$ cat config.mk
export PLATFORM = sky130hd
export DESIGN_NAME = acc_top
export DESIGN_NICKNAME = d
export VERILOG_FILES = /design/src/acc_pkg.sv /design/src/acc_top.sv /design/src/acc_input_sel.sv /design/src/acc_sync_edge.sv
export SDC_FILE = /design/constraint.sdc
export NUM_CORES = 1
export LEC_CHECK = 0
export BUFFER_PORTS_ARGS = -buffer_cell sky130_fd_sc_hd__clkbuf_2
export CAP_MARGIN = 10
export CORE_MARGIN = 2
export CORE_UTILIZATION = 35
export DETAILED_ROUTE_END_ITERATION = 8
export PLACE_DENSITY_LB_ADDON = 0.3
export SLEW_MARGIN = 20
export SYNTH_ARGS = -nofsm -noshare
export SYNTH_HDL_FRONTEND = slang
export SYNTH_SLANG_ARGS = --single-unit
export TNS_END_PERCENT = 20
$ cat constraint.sdc
create_clock -name CLOCK_I -period 1.7 [get_ports CLOCK_I]
set_input_delay 0.085 -clock CLOCK_I [delete_from_list [all_inputs] [get_ports CLOCK_I]]
set_output_delay 0.085 -clock CLOCK_I [all_outputs]
set_load 0.05 [all_outputs]
$ cat src/acc_pkg.sv
package acc_pkg;
	// apb register byte offsets
	localparam logic [7:0] ACC_OFF_CTRL_STATUS = 8'h08;
	localparam logic [7:0] ACC_OFF_SPECIAL_IO = 8'h0c;
	localparam logic [7:0] ACC_OFF_CONV_INPUT = 8'h10;
	localparam logic [7:0] ACC_OFF_CONV_CTRL = 8'h14;
	localparam logic [7:0] ACC_OFF_IRQ_STATUS = 8'h18;
	localparam logic [7:0] ACC_OFF_IRQ_MASK = 8'h1c;
	localparam logic [7:0] ACC_OFF_GLOBAL = 8'h20;
	// comparator_control_status field positions
	localparam int ACC_BIT_POWER_OFF = 7;
	localparam int ACC_BIT_BANDGAP = 6;
	localparam int ACC_BIT_RESULT = 5;
	localparam int ACC_BIT_IRQ_FLAG = 4;
	localparam int ACC_BIT_IRQ_EN = 3;
	localparam int ACC_BIT_CAPTURE = 2;
	localparam int ACC_BIT_MODE_HI = 1;
	localparam int ACC_BIT_MODE_LO = 0;
	// special_function_io / converter fields
	localparam int ACC_BIT_MUX_EN = 3;
	localparam int ACC_BIT_CONV_EN = 7;
	localparam int ACC_CHAN_W = 3;
	localparam int ACC_NUM_CHAN = 8;
	// interrupt status bits
	localparam int ACC_IRQ_W = 2;
	localparam int ACC_IRQ_CMP_EVENT = 0;
	localparam int ACC_IRQ_CAPTURE = 1;
	// reset values
	localparam logic [7:0] ACC_RST_CTRL = 8'h00;
	localparam logic [7:0] ACC_RST_BYTE = 8'h00;
	localparam logic [1:0] ACC_RST_IRQ = 2'h0;
	// interrupt mode codes
	typedef enum logic [1:0] {
		ACC_MODE_TOGGLE = 2'h0,
		ACC_MODE_RESERVED = 2'h1,
		ACC_MODE_FALL = 2'h2,
		ACC_MODE_RISE = 2'h3
	} acc_mode_t;
endpackage

$ cat src/acc_top.sv
// The APB register port is this design's own decision.
`timescale 1ns/1ns
module acc_top
	import acc_pkg::*;
(
	// clock and reset
	input wire logic CLOCK_I,
	input wire logic RST_N_I,
	// apb slave
	input wire logic PSEL_I,
	input wire logic PENABLE_I,
	input wire logic PWRITE_I,
	input wire logic [7:0] PADDR_I,
	input wire logic [31:0] PWDATA_I,
	output logic [31:0] PRDATA_O,
	output logic PREADY_O,
	output logic PSLVERR_O,
	// analog side, levels
	input wire logic POSITIVE_INPUT_PIN_I,
	input wire logic NEGATIVE_INPUT_PIN_I,
	input wire logic BANDGAP_I,
	input wire logic [ACC_NUM_CHAN-1:0] ANALOG_CHANNEL_PINS_I,
	output logic COMPARATOR_POWER_OFF_O,
	output logic NEGATIVE_FROM_MUX_O,
	// processor side
	input wire logic VECTOR_ACK_I,
	output logic COMPARATOR_IRQ_O,
	// timer capture side
	output logic CAPTURE_INPUT_O,
	output logic CAPTURE_EVENT_O,
	// summary interrupt
	output logic IRQ_O
);
	typedef struct packed {
		logic power_off;
		logic bandgap_sel;
		logic irq_flag;
		logic irq_en;
		logic capture_en;
		logic [1:0] mode;
		logic mux_en;
		logic conv_en;
		logic [ACC_CHAN_W-1:0] chan;
		logic global_en;
		logic [ACC_IRQ_W-1:0] irq_status;
		logic [ACC_IRQ_W-1:0] irq_mask;
		logic [31:0] rdata;
		logic cap_in;
		logic cap_ev;
	} acc_state_t;

	acc_state_t st_q, st_d;
	logic raw;
	logic neg_mux;
	logic sync;
	logic rise;
	logic fall;
	logic event_hit;
	logic wr;
	logic rd;
	logic rd_setup;
	logic [7:0] ctrl_view;
	acc_mode_t mode;

	acc_input_sel u_sel (
		.bandgap_sel_i(st_q.bandgap_sel),
		.mux_en_i(st_q.mux_en),
		.conv_en_i(st_q.conv_en),
		.chan_i(st_q.chan),
		.pos_pin_i(POSITIVE_INPUT_PIN_I),
		.neg_pin_i(NEGATIVE_INPUT_PIN_I),
		.bandgap_i(BANDGAP_I),
		.chan_pins_i(ANALOG_CHANNEL_PINS_I),
		.power_off_i(st_q.power_off),
		.raw_o(raw),
		.neg_from_mux_o(neg_mux)
	);

	acc_sync_edge u_sync (
		.clk_i(CLOCK_I),
		.rst_n_i(RST_N_I),
		.raw_i(raw),
		.sync_o(sync),
		.rise_o(rise),
		.fall_o(fall)
	);

	assign mode = acc_mode_t'(st_q.mode);
	always_comb begin
		case (mode)
			ACC_MODE_TOGGLE: event_hit = rise || fall;
			ACC_MODE_FALL: event_hit = fall;
			ACC_MODE_RISE: event_hit = rise;
			// reserved code never triggers
			default: event_hit = 1'b0;
		endcase
	end

	assign wr = PSEL_I && PENABLE_I && PWRITE_I;
	assign rd = PSEL_I && PENABLE_I && !PWRITE_I;
	assign rd_setup = PSEL_I && !PENABLE_I && !PWRITE_I;

	always_comb begin
		ctrl_view = ACC_RST_CTRL;
		ctrl_view[ACC_BIT_POWER_OFF] = st_q.power_off;
		ctrl_view[ACC_BIT_BANDGAP] = st_q.bandgap_sel;
		ctrl_view[ACC_BIT_RESULT] = sync;
		ctrl_view[ACC_BIT_IRQ_FLAG] = st_q.irq_flag;
		ctrl_view[ACC_BIT_IRQ_EN] = st_q.irq_en;
		ctrl_view[ACC_BIT_CAPTURE] = st_q.capture_en;
		ctrl_view[ACC_BIT_MODE_HI:ACC_BIT_MODE_LO] = st_q.mode;
	end

	always_comb begin
		st_d = st_q;
		st_d.rdata = 32'h0000_0000;
		// clears first so a same-cycle event still sets
		if (VECTOR_ACK_I) begin
			st_d.irq_flag = 1'b0;
		end
		// clear only what the snapshot showed, so an event between setup and access survives
		if (rd && PADDR_I == ACC_OFF_IRQ_STATUS) begin
			st_d.irq_status = st_q.irq_status & ~st_q.rdata[ACC_IRQ_W-1:0];
		end
		if (wr) begin
			case (PADDR_I)
				ACC_OFF_CTRL_STATUS: begin
					st_d.power_off = PWDATA_I[ACC_BIT_POWER_OFF];
					st_d.bandgap_sel = PWDATA_I[ACC_BIT_BANDGAP];
					if (PWDATA_I[ACC_BIT_IRQ_FLAG]) begin
						st_d.irq_flag = 1'b0;
					end
					st_d.irq_en = PWDATA_I[ACC_BIT_IRQ_EN];
					st_d.capture_en = PWDATA_I[ACC_BIT_CAPTURE];
					st_d.mode = PWDATA_I[ACC_BIT_MODE_HI:ACC_BIT_MODE_LO];
				end
				ACC_OFF_SPECIAL_IO: st_d.mux_en = PWDATA_I[ACC_BIT_MUX_EN];
				ACC_OFF_CONV_INPUT: st_d.chan = PWDATA_I[ACC_CHAN_W-1:0];
				ACC_OFF_CONV_CTRL: st_d.conv_en = PWDATA_I[ACC_BIT_CONV_EN];
				ACC_OFF_IRQ_MASK: st_d.irq_mask = PWDATA_I[ACC_IRQ_W-1:0];
				ACC_OFF_GLOBAL: st_d.global_en = PWDATA_I[0];
				default: st_d.global_en = st_q.global_en;
			endcase
		end
		// snapshot taken in the setup cycle, held through the access cycle
		if (rd_setup) begin
			case (PADDR_I)
				ACC_OFF_CTRL_STATUS: st_d.rdata = {24'h000000, ctrl_view};
				ACC_OFF_SPECIAL_IO: st_d.rdata = {28'h0000000, st_q.mux_en, 3'h0};
				ACC_OFF_CONV_INPUT: st_d.rdata = {29'h00000000, st_q.chan};
				ACC_OFF_CONV_CTRL: st_d.rdata = {24'h000000, st_q.conv_en, 7'h00};
				ACC_OFF_IRQ_STATUS: st_d.rdata = {30'h00000000, st_q.irq_status};
				ACC_OFF_IRQ_MASK: st_d.rdata = {30'h00000000, st_q.irq_mask};
				ACC_OFF_GLOBAL: st_d.rdata = {31'h00000000, st_q.global_en};
				default: st_d.rdata = 32'h0000_0000;
			endcase
		end
		// hardware set wins over any clear in the same cycle
		if (event_hit) begin
			st_d.irq_flag = 1'b1;
			st_d.irq_status[ACC_IRQ_CMP_EVENT] = 1'b1;
		end
		// capture path only exists while routed
		st_d.cap_in = st_q.capture_en && sync;
		st_d.cap_ev = st_q.capture_en && (rise || fall);
		if (st_q.capture_en && (rise || fall)) begin
			st_d.irq_status[ACC_IRQ_CAPTURE] = 1'b1;
		end
	end

	always_ff @(posedge CLOCK_I) begin
		if (!RST_N_I) begin
			st_q <= '0;
		end else begin
			st_q <= st_d;
		end
	end

	// read data leaves straight from flops with no wait state;
	// the price is a view one cycle older than the access edge
	assign PRDATA_O = st_q.rdata;
	assign PREADY_O = 1'b1;
	assign PSLVERR_O = PSEL_I && PENABLE_I && !(PADDR_I == ACC_OFF_CTRL_STATUS ||
		PADDR_I == ACC_OFF_SPECIAL_IO || PADDR_I == ACC_OFF_CONV_INPUT ||
		PADDR_I == ACC_OFF_CONV_CTRL || PADDR_I == ACC_OFF_IRQ_STATUS ||
		PADDR_I == ACC_OFF_IRQ_MASK || PADDR_I == ACC_OFF_GLOBAL);

	assign COMPARATOR_POWER_OFF_O = st_q.power_off;
	assign NEGATIVE_FROM_MUX_O = neg_mux;
	assign COMPARATOR_IRQ_O = st_q.irq_flag && st_q.irq_en && st_q.global_en;
	assign CAPTURE_INPUT_O = st_q.cap_in;
	assign CAPTURE_EVENT_O = st_q.cap_ev;
	assign IRQ_O = |(st_q.irq_status & st_q.irq_mask);
endmodule // acc_top

$ cat src/acc_input_sel.sv
`timescale 1ns/1ns
module acc_input_sel
	import acc_pkg::*;
(
	// selects
	input wire logic bandgap_sel_i,
	input wire logic mux_en_i,
	input wire logic conv_en_i,
	input wire logic [ACC_CHAN_W-1:0] chan_i,
	// analog levels as digital view, and the power-off control
	input wire logic pos_pin_i,
	input wire logic neg_pin_i,
	input wire logic bandgap_i,
	input wire logic [ACC_NUM_CHAN-1:0] chan_pins_i,
	input wire logic power_off_i,
	// raw result and negative-input mux flag
	output logic raw_o,
	output logic neg_from_mux_o
);
	logic pos;
	logic neg;
	always_comb begin
		pos = bandgap_sel_i ? bandgap_i : pos_pin_i;
		neg_from_mux_o = mux_en_i && !conv_en_i;
		neg = neg_from_mux_o ? chan_pins_i[chan_i] : neg_pin_i;
		// inputs modelled as 1-bit levels: positive above negative
		raw_o = !power_off_i && pos && !neg;
	end
endmodule // acc_input_sel

$ cat src/acc_sync_edge.sv
`timescale 1ns/1ns
module acc_sync_edge (
	input wire logic clk_i,
	input wire logic rst_n_i,
	input wire logic raw_i,
	output logic sync_o,
	output logic rise_o,
	output logic fall_o
);
	typedef struct packed {
		logic s1;
		logic s2;
		logic prev;
	} acc_sync_t;
	acc_sync_t st_q, st_d;
	always_comb begin
		st_d = st_q;
		st_d.s1 = raw_i;
		st_d.s2 = st_q.s1;
		st_d.prev = st_q.s2;
	end
	always_ff @(posedge clk_i) begin
		if (!rst_n_i) begin
			st_q <= '0;
		end else begin
			st_q <= st_d;
		end
	end
	assign sync_o = st_q.s2;
	assign rise_o = st_q.s2 && !st_q.prev;
	assign fall_o = !st_q.s2 && st_q.prev;
endmodule // acc_sync_edge

Word-level counts from Yosys, hierarchy flattened --
Cells that the tools add are included.
Storage, ports and cells: register bits after elaboration 54, bits of input ports 57, output and inout port bits 40
Operators by class: magnitude comparators 1, equality and inequality tests 9, muxes and demuxes 18, bitwise gates (word level) 3, reductions and logical operators 42
Operator list (count):
- $pmux W8 S7 | 1
- $eq A8 B5 Y1 const B | 4
- $eq A8 B4 Y1 const B | 2
- $logic_and A1 B1 Y1 | 16
- $reduce_and A2 Y1 | 7
- $mux W1 | 11
- $mux W11 | 1
- $eq A8 B6 Y1 const B | 1
- $logic_not A1 Y1 | 8
- $logic_or A1 B1 Y1 | 7
- $mux W5 | 1
- $and A2 B2 Y2 | 2
- $eq A2 B2 Y1 const B | 2
- $lt A3 B4 Y1 const B | 1
- $reduce_bool A2 Y1 | 2
- $bmux W1 S3 | 1
- $mux W3 | 1
- $pmux W1 S3 | 1
- $logic_not A2 Y1 | 1
- $mux W2 | 1
- $not A2 Y2 | 1
- $reduce_or A2 Y1 | 1

Logic depth before layout (Yosys ltp) --
word-level depth 9, depth in mapped cells 6

Modules after synthesis --
Synthesis repeated with hierarchy kept, for this count alone.
Unflattened totals: cell total of the unflattened synthesis 189, area total of the unflattened synthesis 1699.1 um^2
Modules (own cells, without submodules):
- acc_top | instances 1, cells an instance 170, area each 1510.2 um^2, seq. area each 540.5 um^2
- acc_input_sel | instances 1, cells an instance 11, area each 97.6 um^2, seq. area each 0.0 um^2
- acc_sync_edge | instances 1, cells an instance 8, area each 91.3 um^2, seq. area each 60.1 um^2

Worst setup path before layout --
Ideal clock, no wire load.
path kind in2reg, start in PADDR_I[2], end reg st_q, in the netlist COMPARATOR_POWER_OFF_O, library setup time 119 ps, arrival 1411 ps, slack 171 ps, stages on the path 6, path buffers 2, cell sequence buf_6 -> or4b_1 -> or3_4 -> buf_6 -> nand3_1 -> o21ai_1
On the way: cells in the longest elaborated chain, start to end 2
Ends and longest elaborated chain:
- from (decl) | RTL line acc_top.sv:13 | input wire logic [7:0] PADDR_I,
- $eq A8 B4 Y1 | RTL line acc_top.sv:126 | case (PADDR_I)
- $reduce_and A2 Y1 (no line)
- to (signal assigned) | RTL line acc_top.sv:175 | st_q <= st_d;
- to (decl) | RTL line acc_top.sv:52 | acc_state_t st_q, st_d;
No other way between the ends. A chain may end at the register's enable or synchronous reset.

Worst setup path in the final report --
start reg st_q[40] (netlist name), end reg u_sync.st_q, in the netlist u_sync.st_d[1]
On the way: cells in the longest elaborated chain, start to end 5
Ends and longest elaborated chain:
- $bmux W1 S3 | RTL line acc_input_sel.sv:25 | neg = neg_from_mux_o ? chan_pins_i[chan_i] : neg_pin_i;
- $mux W1 (implied by the code) | RTL line acc_input_sel.sv:25
- $mux W1 | RTL line acc_input_sel.sv:25
- $logic_not A1 Y1 | RTL line acc_input_sel.sv:27 | raw_o = !power_off_i && pos && !neg;
- $logic_and A1 B1 Y1 | RTL line acc_input_sel.sv:27
- to (signal assigned) | RTL line acc_sync_edge.sv:26 | st_q <= st_d;
- to (decl) | RTL line acc_sync_edge.sv:15 | acc_sync_t st_q, st_d;
No other way between the ends. The select of a mux whose other input is x is not followed.

==> run metrics <==
first-pass GRT wire length=about 5.5 mm; TritonCTS clock tree=yes; MaxCap Viol Count=0; category of the most critical setup path=reg2reg; flops & latches, synth=30; sequential-to-total area share from yosys stat=between 30% and 40%; total global routing track utilization=a little over an eighth; VDD IR-drop max=0.000465 V; Post-DRT Antenna Nets=0; worst setup skew after layout=approximately 4.5 ps; die outline width=73.8 µm; I/O Pins=97; average via count per standard cell=about 4.5; largest net degree at the start of global routing=29; number of hold violations in the final report=0; prevailing post-synth register cell=dfxtp_1; DR iter-0 viols=60; root buffer cell=clkbuf_8; Post-route DRC=0; number of setup buffers added after CTS=0; Static Leak=0.921 nW; routability cong.=0.844; Port Buffers=46; final routed wire length divided by cell count=roughly 12 µm; final wirelength=between 3 and 4 mm; clock network latency to the later pin of the worst-skew pair=280 ps; Sinks on Clock Net=30; overall die area=between 0.005 and 0.006 mm²; share of layout cells above drive strength 1=30.8%; number of nets at the end of the flow=295; DP HPWL=3.00 mm; length of the first detailed-routing pass in iterations=4; Peak Freq=~640 MHz; power density over the cells=approximately 810 mW/mm²; post-route minimum period=~1600 ps; Setup crit start kind=register; chip height=~74 µm; unrepaired setup endpoints after global routing=false; floorplan row count=25; layout overhead on the synthesized area=18.0%; count of antenna diodes in the layout=0; synthesized instance count=approximately 190; buffers from clock root to sink, at most=2; arrival time worst endpoint=around 1700 ps; starting density of the core=a little over a third; outcome=complete, no violations; required time of the worst setup path=approximately 1900 ps; Worst-path clk slew=60 ps; largest driver fanout on the critical path=3; total number of vias=1,383; remaining global-route overflow=0; number of CTS-inserted buffers=5; Placeable Area=0.00472 mm²; count of warnings emitted by yosys=0; crit share post-route=91.7%; hold slack final=between 20 and 25 ps; Post-Synthesis Cell Area=between 0.0015 and 0.002 mm²; average cell area after synthesis=between 9 and 10 µm²; fraction of synthesis flops using an asynchronous set or reset pin=0%; path class of the lowest-slack min-delay path=in2reg; final max-slew violation count=0; Multi-input gate area=between 800 and 900 µm²; antenna violations before repair=0; Clock H-tree levels=2; number of synthesized flops with an enable pin=0; number of distinct library cells after synthesis=46; TNS Setup=0 ps; endpoint type of the worst setup path=register; FF+latch area=around 600 µm²; number of global-route vias before repair=1,160; register-to-register path setup slack=~140 ps; setup-violating endpoint count in the final report=0; fillcell total=about 500
## per-stage QoR
step	cells	setup slack, ps	instance area, µm²	total power, mW	utilization, %
floorplan	212	171	1790	0.951	-
global placement	295	37.0	1890	0.975	40.0
detailed placement	295	30.0	1890	0.977	40.0
CTS	304	49.5	2010	1.64	42.6
global route	304	13.8	2010	1.69	42.6
finish	304	142	2010	1.63	42.6
## path summary, 6_finish.rpt
path                  start        endpoint  depth (start not counted)
min reg2reg  u_sync.st_d[1]   u_sync.sync_o                          1
max                st_q[40]  u_sync.st_d[1]                          4
min             PWDATA_I[6]    ctrl_view[6]                          3
max reg2reg        st_q[40]  u_sync.st_d[1]                          4
## layout make-up
| type | instances | area share (%) |
|---|---|---|
| clock buffers | 8 | 5.47 |
| inverters | 5 | 0.932 |
| multi-input cells | 137 | 43.9 |
| flip-flops and latches | 30 | 29.9 |
| well taps | 67 | 4.16 |
| repair buffers | 57 | 15.7 |
## cells by family after synthesis
family | share of synthesized area [%]
fa+ha+maj | 1.47
flops | 35.2
compound gates | 9.39
buf+inv | 18.1
mux | 10.9
other cells | 0.440
simple gates | 24.4
## state kept, by name, summed over array words and instances, names as in the netlist
name and count:
CAPTURE_EVENT_O 1, CAPTURE_INPUT_O 1, COMPARATOR_POWER_OFF_O 1, PRDATA_O 8
ctrl_view 4, mode 2, st_q 10, u_sync.st_d 1
u_sync.st_q 1, u_sync.sync_o 1
## power by group
group / total, mW / internal, mW / leakage [nW] / switching (mW)
Clock: 0.662 / 0.408 / 0.0575 / 0.254
Sequential: 0.710 / 0.707 / 0.242 / 0.00233
Combinational: 0.254 / 0.0638 / 0.621 / 0.190
## synth_stat cells (4+ instances only)
library cell,instances,area [µm²]
nand3_1,9,45.0
mux2i_1,13,130
nor2_1,9,33.8
nand2_1,14,52.6
clkbuf_1,4,15.0
and3_1,4,25.0
inv_1,5,18.8
o21ai_1,6,30.0
buf_4,33,248
nor2b_1,8,50.1
nor4_1,5,31.3
dfxtp_1,30,601
## cells in the final DEF (no fill, tap or decap), types with 2 or more instances in the layout
| master | synthesis | routed |
|---|---|---|
| nor2_1 | 9 | 9 |
| nand3_1 | 9 | 9 |
| a32oi_1 | 2 | 2 |
| nor4_1 | 5 | 5 |
| nor3_1 | 2 | 2 |
| nand2_1 | 14 | 14 |
| and3_1 | 4 | 4 |
| ha_1 | 2 | 2 |
| a21oi_1 | 2 | 2 |
| clkbuf_2 | 0 | 46 |
| conb_1 | 2 | 25 |
| nor4b_1 | 2 | 2 |
| dfxtp_1 | 30 | 29 |
| inv_1 | 5 | 5 |
| mux2i_1 | 13 | 13 |
| or4b_1 | 2 | 2 |
| or4_1 | 2 | 2 |
| o21ai_1 | 6 | 6 |
| and2_1 | 2 | 2 |
| o21a_1 | 2 | 2 |
| buf_4 | 33 | 10 |
| clkbuf_8 | 0 | 8 |
| nor2b_1 | 8 | 8 |
| nand2b_1 | 2 | 2 |
| a22oi_1 | 2 | 2 |
| mux4_2 | 2 | 2 |
| a22o_1 | 2 | 2 |
## layer usage
metal | global-route usage (%) | share of wire, % | vias to the layer above
met5 | 0 | 0 | -
met4 | 4.85 | 0.97 | 0
met3 | 4.53 | 7.9 | 4
met2 | 20.9 | 47 | 51
met1 | 18.0 | 44 | 623
li1 | - | - | 705
## critical path, stage by stage, from the launching register on
cell and delay (ps):
dfxtp_2 360, mux4_2 490, mux2i_1 210, nor2_1 60
a2111oi_1 330
## what timing repair did
item	in CTS	in global routing
endpoints found under the setup margin	0	1
hold endpoints to repair	1	0
hold buffers	1	0
resized for setup	0	2
Power figures use the tool's default switching activity.
